File: src/rtl/gpsi_regs.svh
`ifndef GPSI_REGS_SVH
`define GPSI_REGS_SVH

// ----------------------------------------------------------------
// Pad configuration codes
// ----------------------------------------------------------------
`define GPSI_MODE_INPUT 2'h0
`define GPSI_MODE_OUTPUT 2'h1
`define GPSI_MODE_ALT 2'h2

// Pin-configuration parameters that turn on the indicator: 1,0,2
`define GPSI_IND_PAD 4'h1
`define GPSI_IND_DIR 2'h0
`define GPSI_IND_MODE 2'h2

// Converter-read parameters: 1,2
`define GPSI_ADC_CH 4'h1
`define GPSI_ADC_FMT 4'h2

// ----------------------------------------------------------------
// Timing
// ----------------------------------------------------------------
`define GPSI_CLK_HZ 100000000
`define GPSI_ON_MS 1000
`define GPSI_OFF_MS 2000
`define GPSI_ADC_FULL_MV 1700
`define GPSI_ADC_MAX_CODE 255

`endif

File: src/rtl/gpsi_pkg.sv
package gpsi_pkg;

    typedef enum logic [3:0] {
        GPSI_NET_OFF = 4'b0001,
        GPSI_NET_UNREG = 4'b0010,
        GPSI_NET_IDLE = 4'b0100,
        GPSI_NET_PSAVE = 4'b1000
    } gpsi_net_t;

    // Pin-configuration command: pad number (1-based), direction, mode
    typedef struct packed {
        logic [3:0] pad;
        logic [1:0] dir;
        logic [1:0] mode;
    } gpsi_pin_cmd_t;

    typedef struct packed {
        logic [3:0] ch;
        logic [3:0] fmt;
    } gpsi_adc_cmd_t;

endpackage : gpsi_pkg

File: src/rtl/gpsi_blink.sv
`include "gpsi_regs.svh"

module gpsi_blink
import gpsi_pkg::*;
#(
    parameter int unsigned ON_CYC = 100000000,
    parameter int unsigned OFF_CYC = 200000000
) (
    input wire logic clk,
    input wire logic reset,
    input wire logic restart,
    output logic led_on
);
    localparam int unsigned PERIOD = ON_CYC + OFF_CYC;
    localparam int W = $clog2(PERIOD);

    logic [W-1:0] cnt_ff;

    // ------------------------------------------------------------
    // Phase counter: on phase first, then off phase
    // ------------------------------------------------------------
    always_ff @(posedge clk) begin
        if (reset || restart) begin
            cnt_ff <= '0;
        end else if (cnt_ff == W'(PERIOD - 1)) begin
            cnt_ff <= '0;
        end else begin
            cnt_ff <= cnt_ff + W'(1);
        end
    end

    assign led_on = (cnt_ff < W'(ON_CYC));
endmodule : gpsi_blink

File: src/rtl/gpsi_gpio.sv
// Notes on behaviour
// - Input pad reads return the pad level at the read time.
// - Output pad takes written level and reads it back; no input role.
// - Alternate-function pad follows firmware function, not user writes.
// - Ten bidirectional pads with pull-down; undriven pad reads low.
// - Output pads drive push-pull, both levels actively.
// - Indicator pin is inverted: LED on means pin low.
// - Registered idle or dial-up blinks 1 s on, 2 s off.
// - Not registered or voice call: LED on; device off: LED off.
// - Idle with power saving updates only on paging wakeup events or a voice call.
// - Sample analogue input 0 to 1.7 V into an 8-bit result.
// - Converter-read command 1,2 reports result in millivolts.
`include "gpsi_regs.svh"

module gpsi_gpio
import gpsi_pkg::*;
#(
    parameter int NPAD = 10,
    parameter int unsigned ON_MS = `GPSI_ON_MS,
    parameter int unsigned OFF_MS = `GPSI_OFF_MS
) (
    input wire logic clk,
    input wire logic reset,
    // Pin-configuration command
    input wire logic cfg_valid,
    input wire gpsi_pin_cmd_t cfg_cmd,
    // Output level write, one bit per pad
    input wire logic wr_valid,
    input wire logic [NPAD-1:0] wr_mask,
    input wire logic [NPAD-1:0] wr_level,
    // Pad level read
    input wire logic rd_valid,
    output logic rd_done,
    output logic [NPAD-1:0] rd_level,
    output logic [NPAD-1:0] out_level,
    output logic [NPAD*2-1:0] pad_mode,
    // Firmware drive for alternate functions
    input wire logic [NPAD-1:0] alt_out,
    input wire logic [NPAD-1:0] alt_oe,
    // Network and call state
    input wire gpsi_net_t net_state,
    input wire logic voice_call,
    input wire logic dialup,
    input wire logic paging_wake,
    // Pads, split into four signals
    input wire logic [NPAD-1:0] pad_in,
    output logic [NPAD-1:0] pad_out,
    output logic [NPAD-1:0] pad_oe,
    output logic [NPAD-1:0] pad_pd_en,
    // Converter
    input wire logic adc_valid,
    input wire gpsi_adc_cmd_t adc_cmd,
    input wire logic [7:0] analog_input_one,
    output logic adc_done,
    output logic adc_err,
    output logic [10:0] adc_mv
);
    localparam int unsigned ON_CYC =
        (`GPSI_CLK_HZ / 1000) * ON_MS;
    localparam int unsigned OFF_CYC =
        (`GPSI_CLK_HZ / 1000) * OFF_MS;

    logic [NPAD*2-1:0] mode_ff;
    logic [NPAD-1:0] out_ff;
    logic [NPAD-1:0] rd_ff;
    logic rd_done_ff;
    logic ind_en_ff;
    logic ind_led_ff;
    gpsi_net_t net_ff;
    logic call_ff;
    logic dial_ff;
    logic [10:0] adc_mv_ff;
    logic adc_done_ff;
    logic adc_err_ff;
    logic blink_on;
    logic restart;
    logic nxt_led;
    logic [18:0] mv_prod;

    // ------------------------------------------------------------
    // Pad configuration
    // ------------------------------------------------------------
    always_ff @(posedge clk) begin
        if (reset) begin
            mode_ff <= '0;
            ind_en_ff <= 1'b0;
        end else if (cfg_valid && cfg_cmd.pad != 4'h0 &&
                     cfg_cmd.pad <= 4'(NPAD)) begin
            mode_ff[(cfg_cmd.pad - 4'h1)*2 +: 2] <= cfg_cmd.mode;
            if (cfg_cmd.pad == `GPSI_IND_PAD) begin
                ind_en_ff <= (cfg_cmd.dir == `GPSI_IND_DIR) &&
                             (cfg_cmd.mode == `GPSI_IND_MODE);
            end
        end
    end

    // ------------------------------------------------------------
    // Output levels
    // ------------------------------------------------------------
    always_ff @(posedge clk) begin
        if (reset) begin
            out_ff <= '0;
        end else if (wr_valid) begin
            for (int i = 0; i < NPAD; i++) begin
                // Writes to pads not in output mode are dropped
                if (wr_mask[i] &&
                    mode_ff[i*2 +: 2] == `GPSI_MODE_OUTPUT) begin
                    out_ff[i] <= wr_level[i];
                end
            end
        end
    end

    // ------------------------------------------------------------
    // Pad drive
    // ------------------------------------------------------------
    always_comb begin
        for (int i = 0; i < NPAD; i++) begin
            pad_pd_en[i] = 1'b1;
            unique case (mode_ff[i*2 +: 2])
                `GPSI_MODE_OUTPUT: begin
                    pad_out[i] = out_ff[i];
                    pad_oe[i] = 1'b1;
                end
                `GPSI_MODE_ALT: begin
                    if (i == 0 && ind_en_ff) begin
                        pad_out[i] = ~ind_led_ff;
                        pad_oe[i] = 1'b1;
                    end else begin
                        pad_out[i] = alt_out[i];
                        pad_oe[i] = alt_oe[i];
                    end
                end
                default: begin
                    pad_out[i] = 1'b0;
                    pad_oe[i] = 1'b0;
                end
            endcase
        end
    end

    // ------------------------------------------------------------
    // Read back
    // ------------------------------------------------------------
    always_ff @(posedge clk) begin
        if (reset) begin
            rd_ff <= '0;
            rd_done_ff <= 1'b0;
        end else begin
            rd_done_ff <= rd_valid;
            if (rd_valid) begin
                for (int i = 0; i < NPAD; i++) begin
                    // Output pads report the written level, not the pin
                    if (mode_ff[i*2 +: 2] == `GPSI_MODE_OUTPUT) begin
                        rd_ff[i] <= out_ff[i];
                    end else begin
                        rd_ff[i] <= pad_in[i];
                    end
                end
            end
        end
    end

    assign rd_done = rd_done_ff;
    assign rd_level = rd_ff;
    assign out_level = out_ff;
    assign pad_mode = mode_ff;

    // ------------------------------------------------------------
    // Status indicator
    // ------------------------------------------------------------
    always_ff @(posedge clk) begin
        if (reset) begin
            net_ff <= GPSI_NET_OFF;
            call_ff <= 1'b0;
            dial_ff <= 1'b0;
        end else begin
            net_ff <= net_state;
            call_ff <= voice_call;
            dial_ff <= dialup;
        end
    end

    assign restart = (net_ff != net_state) || (call_ff != voice_call) ||
                     (dial_ff != dialup);

    gpsi_blink #(
        .ON_CYC(ON_CYC),
        .OFF_CYC(OFF_CYC)
    ) u_blink (
        .clk(clk),
        .reset(reset),
        .restart(restart),
        .led_on(blink_on)
    );

    always_comb begin
        nxt_led = ind_led_ff;
        unique case (net_ff)
            GPSI_NET_OFF: nxt_led = 1'b0;
            GPSI_NET_UNREG: nxt_led = 1'b1;
            GPSI_NET_IDLE: begin
                // Voice call overrides blinking; dial-up blinks
                nxt_led = call_ff ? 1'b1 : blink_on;
            end
            GPSI_NET_PSAVE: begin
                // Clock may be gated here, so only paging wakes and voice calls count
                if (call_ff) begin
                    nxt_led = 1'b1;
                end else if (paging_wake) begin
                    nxt_led = ~ind_led_ff;
                end
            end
            default: nxt_led = 1'b0;
        endcase
    end

    always_ff @(posedge clk) begin
        if (reset) begin
            ind_led_ff <= 1'b0;
        end else begin
            ind_led_ff <= nxt_led;
        end
    end

    // ------------------------------------------------------------
    // Converter: 8-bit code scaled to millivolts
    // ------------------------------------------------------------
    // Scaled from the live code so the result is ready with adc_done
    assign mv_prod = 19'(analog_input_one) *
                     19'(`GPSI_ADC_FULL_MV);

    always_ff @(posedge clk) begin
        if (reset) begin
            adc_mv_ff <= 11'h000;
            adc_done_ff <= 1'b0;
            adc_err_ff <= 1'b0;
        end else begin
            adc_done_ff <= adc_valid;
            if (adc_valid) begin
                if (adc_cmd.ch == `GPSI_ADC_CH &&
                    adc_cmd.fmt == `GPSI_ADC_FMT) begin
                    adc_mv_ff <= 11'(mv_prod /
                        19'(`GPSI_ADC_MAX_CODE));
                    adc_err_ff <= 1'b0;
                end else begin
                    adc_err_ff <= 1'b1;
                end
            end
        end
    end

    assign adc_done = adc_done_ff;
    assign adc_err = adc_err_ff;
    assign adc_mv = adc_mv_ff;
endmodule : gpsi_gpio

File: config.mk
export PLATFORM = sky130hd
export DESIGN_NAME = gpsi_gpio
export DESIGN_NICKNAME = d
export VERILOG_FILES = /design/src/rtl/gpsi_pkg.sv /design/src/rtl/gpsi_blink.sv /design/src/rtl/gpsi_gpio.sv
export VERILOG_INCLUDE_DIRS = /design/src /design/src/rtl
export SDC_FILE = /design/constraint.sdc
export NUM_CORES = 1
export LEC_CHECK = 0
export BUFFER_PORTS_ARGS = -buffer_cell sky130_fd_sc_hd__buf_2
export CORE_MARGIN = 2
export CORE_UTILIZATION = 63
export CTS_BUF_LIST = sky130_fd_sc_hd__clkbuf_4 sky130_fd_sc_hd__clkbuf_8
export DETAILED_ROUTE_END_ITERATION = 12
export PLACE_DENSITY = 0.89
export SLEW_MARGIN = 0
export SYNTH_ARGS = -nofsm -noshare
export SYNTH_HDL_FRONTEND = slang
export SYNTH_HIERARCHICAL = 1
export SYNTH_SLANG_ARGS = --single-unit
File: constraint.sdc
create_clock -name clk -period 25.9 [get_ports clk]
set_input_delay 2.59 -clock clk [delete_from_list [all_inputs] [get_ports clk]]
set_output_delay 2.59 -clock clk [all_outputs]
set_load 0.02 [all_outputs]
Word-level counts from Yosys, hierarchy flattened
Cells that the tools add are included.

Bits in registers: 91. Memories: 0. Bits in writable memories: 0. Bits in latches: 0. Bits in read-only memories: 0.

Bitwise gates (word level): 1. Shift-type cells: 2. Equal/unequal tests: 32. Mux-type cells: 38. Add/sub/neg operators: 3. Div/mod/pow operators: 1. $lt $le $gt $ge: 2. Multipliers: 1. Reduce and logical (&&, ||, !) cells: 32.

Operator list (count): $pmux W1 S2 (20); $neg A32 Y34 (1); $shift A2 B34 Y20 const A (1); $shiftx A2 B34 Y20 (1); $add A29 B1 Y29 const B (1); $eq A29 B29 Y1 const B (1); $lt A29 B27 Y1 const B (1); $reduce_and A2 Y1 (12); $eq A2 B2 Y1 const B (11); $bwmux W20 (1); $eq A2 B1 Y1 const B (10); $div A19 B8 Y19 const B (1); $mul A8 B9 Y17 const B (1); $mux W1 (16); $logic_and A1 B1 Y1 (14); $eq A4 B1 Y1 const B (2); $eq A4 B2 Y1 const B (2); $sub A4 B1 Y5 const B (1); $eq A4 B3 Y1 const B (1); $eq A4 B4 Y1 const B (1); $le A4 B4 Y1 const B (1); $ne A4 B4 Y1 (1); $reduce_bool A4 Y1 (1); $logic_or A1 B1 Y1 (3); other kinds (6) (7).

Logic depth before layout (Yosys ltp)
Word-level depth: 5. Gate-level depth with buffers: 41.

By module
The synthesis kept the hierarchy.

By module, submodules not included: gpsi_gpio (area each 7308.3 um^2, sequential area each 1241.2 um^2, cells each 912, instances 1); gpsi_blink (area each 1430.1 um^2, sequential area each 580.6 um^2, cells each 169, instances 1).

Worst setup path before layout
OpenSTA, ideal clock, no wires.

Path type: input to register. From: input analog_input_one[2]. To: register adc_mv_ff[0] (netlist: adc_mv[0]). Arrival: 11.551 ns. Cell stages on the path: 37. Data required time: 25.754 ns. Path slack: 14.202 ns. Buffers on the path: 4. Cell sequence: ha_1 ha_1 fa_1 fa_1 ha_1 buf_4 o211a_1 a21bo_2 a311o_1 nand2_1 nand4_4 a221oi_2 o21ai_2 nor4b_2 mux2_4 buf_4 or4_1 nand3_1 buf_4 and4_1 nor2_1 or4_1 buf_2 a21oi_4 a31oi_1 or4_4 o21ai_2 a31oi_2 a221oi_1 o2111ai_1 a211oi_2 mux2_2 ha_1 nor2b_1 nor2_1 mux2i_1 a41oi_1.

Longest elaborated chain between the ends: 2.

RTL lines: start, declared (RTL line gpsi_gpio.sv:53) `input wire logic [7:0] analog_input_one,`; $mul A8 B9 Y17 (RTL line gpsi_gpio.sv:230) `assign mv_prod = 19'(analog_input_one) *`; $div A19 B8 Y19 (RTL line gpsi_gpio.sv:243) `adc_mv_ff <= 11'(mv_prod /`; end signal, assigned (RTL line gpsi_gpio.sv:243); end, declared (RTL line gpsi_gpio.sv:72) `logic [10:0] adc_mv_ff;`.

Every way passes these cells. A chain may end at the register's enable or synchronous reset.

Worst setup path in the final report
Same ends and word-level chain as after synthesis.

==> results.md <==
- Crit. Startpoint: analog_input_one[2]
- CTS Buf Count: 9
- CTS tree: built
- Post-Syn Area: 8740 um^2
- Pin count of the biggest net entering global routing: 65
- Initial core utilization: between 60% and 70%
- Hold buffers post-CTS: 0
- Via Count: approximately 8,800
- Sequential element share of the synthesized area: between 20% and 30%
- Worst path most repeated cell: ha_1
- PD cells: between 100 and 150 nW/um^2
- Die width: roughly 120 um
- Clk root buf: clkbuf_8
- Worst Reg2Reg Path Length in Cells: 5
- Adder-cell share of the synthesized area: around 14%
- Ys async rst share: 0%
- Post-synthesis mux area share: approximately 6.2%
- Cell count after synthesis: 1,081
- Initial antenna violation count: 0
- Layout overhead on the synthesized area: 12.2%
- Fin util: 71.5%
- Max-slew violations: 0
- Highest clock rate: between 70 and 80 MHz
- Final Hold Vio Count: 0
- Hold WS: 459 ps
- CP arrival: around 13,000 ps
- Synth top cells by count: nor2_1, dfxtp_1, ha_1
- Mean area per synthesized cell: 8.08 um^2
- Antenna diodes: 0
- Clock skew: about 14 ps
- Fin area: 9800 um^2
- # IOs: roughly 170
- FF-to-FF End: u_blink/cnt_ff[26]$_SDFF_PP0_
- Drt first pass iters: 7
- Gpl congestion: 0.990
- Clk buf depth: 2
- Min-Delay Path Depth: 1
- Xor-xnor portion of the synthesized cell area: ~5.7%
- YS warnings: 6
- Complex-gate fraction of the synthesized area: between 20% and 30%
- Setup bufs post-CTS: 0
- GRT Overall Usage: 30.4%
- Crit-path slowest cell: or4_1
- Die ar.: 14,800 um^2
- Placed cell areas: between 9000 and 10,000 um^2
- Number of global-route vias before repair: 8,082
- Status: complete, no violations
- Cell row count: 43
- Vias per cell: about 6.3
- Tightest Pin Transition: between 700 and 800 ps
- Endpoints failing setup: 0
- Final net count: roughly 1,400
- H-tree depth: 3
- Synth Register Bits: approximately 90
- First-pass GRT wire length: ~37 mm
- Tcrit/Tclk final: around half
- Combinational family with the most area after synthesis: simple AND/OR/NAND/NOR gates
- TNS Setup: 0 ps
- Critical Path RT: 26,140 ps
- Crit path max fanout: 16
- Number of flops mapped to enable cells by yosys: 0
- Hpwl dp: around 18 mm
- Total grt overflow: 0
- Max cap viols: 0
- CP Class: input pin to flip-flop
- Synth unique cells: around 110
- CP max stage delay: 700 ps
- Most common cell in the netlist: nor2_1
- Antenna Nets Post-Route: 0
- Layout cells sized above 1: 20.1%
- Worst hold path class: flip-flop to flip-flop
- Post-Route WL: between 20 and 25 mm
- Worst Setup EP: adc_mv[0]$_SDFFE_PP0P_
- Static Leakage: 4.02 nW
- FF-to-FF Start: u_blink/cnt_ff[0]$_SDFF_PP0_
- Main area contributors after synthesis: dfxtp_1, ha_1, nor2_1
- Post-CTS Resized: 0
- Cell taking the most area after synthesis: dfxtp_1
- Residual DRC: 0
- Clock Pin Slew Worst Setup and Hold Paths: about 90 ps
- Reg2Reg Setup Slack: about 24,000 ps
- Core box area: about 14,000 um^2
- Total power: approximately 1.1 mW
- Final min period: around 13,000 ps
- Main synth FF type: dfxtp_1
- Routed wire length per instance: 16.5 um
- CTS sink count: 91
- VDD IR-drop max: around 0.13 mV
- Die H: around 120 um
- Post-synthesis simple-gate area fraction: between 20% and 30%
- Rel. slew slack: between 50% and 60%
- CP Capture Type: flip-flop
- Nature of the critical path startpoint: input pin
- RSZ-0062 raised after global routing: no
- Worst-skew pair later-pin latency: about 380 ps
- Yosys top cell area share: 20.8%
- Initial DRC Count: approximately 640
- Buffers on Ports: 160
==> stage by stage <==
step | cells | worst slack (ps)
2_1_floorplan | 1091 | 14200
3_3_place_gp | 1392 | 13220
3_5_place_dp | 1392 | 12850
4_1_cts | 1407 | 13150
5_1_grt | 1407 | 12340
6_report | 1407 | 13000
==> report_power, final <==
part / total, mW / leakage, nW / switching (mW) / internal, mW
clock network: 0.109 / 0.106 / 0.0527 / 0.0563
logic: 0.896 / 3.17 / 0.575 / 0.321
registers: 0.143 / 0.738 / 0.00122 / 0.142
==> worst max-delay path, delay by kind of cell <==
kind | cells | cell delay (ps)
simple gates | 9 | 3270
compound gates | 14 | 3160
fa+ha+maj | 6 | 2290
mux | 5 | 1620
buf+inv | 1 | 160
==> how the worst min path moves through the flow <==
stage | startpoint | to | slack, ps
4_1_cts | net_ff[0]$_SDFF_PP1_ | ind_led_ff$_SDFFE_PP0P_ | 470
6_report | net_ff[0]$_SDFF_PP1_ | ind_led_ff$_SDFFE_PP0P_ | 460
2_1_floorplan | net_ff[0]$_SDFF_PP1_ | ind_led_ff$_SDFFE_PP0P_ | 420
3_5_place_dp | net_ff[0]$_SDFF_PP1_ | ind_led_ff$_SDFFE_PP0P_ | 450
3_3_place_gp | net_ff[0]$_SDFF_PP1_ | ind_led_ff$_SDFFE_PP0P_ | 440
5_1_grt | net_ff[0]$_SDFF_PP1_ | ind_led_ff$_SDFFE_PP0P_ | 500
==> layer usage <==
metal	global-route usage (%)	vias to the layer above	part of all wire [%]
met4	10.2	0	2.7
met2	54.7	381	50
met3	3.14	60	6.5
li1	-	4242	-
met5	0	-	0
met1	37.8	4116	41
==> cell type report <==
type	instances	area, um^2
Multi-Input combinational cell	904	6520
Fill cell	1065	3920
Sequential cell	91	1820
Timing Repair Buffer	163	823
Tap cell	180	225
Inverter	54	203
Clock buffer	11	139
Clock inverter	4	76.3
==> state kept, by name, summed over array words and instances, names as in the netlist <==
register        cells
adc_err             1
rd_level           10
out_level          10
call_ff             1
dial_ff             1
ind_led_ff          1
ind_en_ff           1
pad_mode           20
u_blink/cnt_ff     29
net_ff              4
adc_done            1
rd_done             1
adc_mv             11
==> placed cells by master (no fill, tap or decap), types with 10 or more instances in the layout <==
master | netlist | layout
buf_2 | 7 | 160
dfxtp_1 | 91 | 91
nand4_1 | 13 | 13
nand2_1 | 47 | 47
a21oi_1 | 60 | 60
fa_1 | 11 | 11
o21a_1 | 10 | 10
nor3_1 | 32 | 32
o21ai_0 | 29 | 29
conb_1 | 1 | 11
xnor2_1 | 31 | 31
a21o_1 | 11 | 11
a211oi_1 | 24 | 24
nand2b_1 | 12 | 12
a22oi_1 | 14 | 14
nor2b_1 | 14 | 14
o211ai_1 | 15 | 15
nand3_1 | 43 | 43
mux2i_1 | 46 | 46
xor2_1 | 24 | 24
inv_1 | 54 | 54
ha_1 | 77 | 77
a31oi_1 | 12 | 12
nor2_1 | 169 | 169
==> logic make-up (layout without fill, tap and decap cells) <==
kind of cell	count (synthesis)	count (layout)
buf+inv	96	232
compound gates	267	267
fa+ha+maj	90	90
simple gates	427	427
xor+xnor	56	56
other cells	1	11
flops	91	91
mux	53	53
No activity file was read; power rests on OpenSTA's default activity.
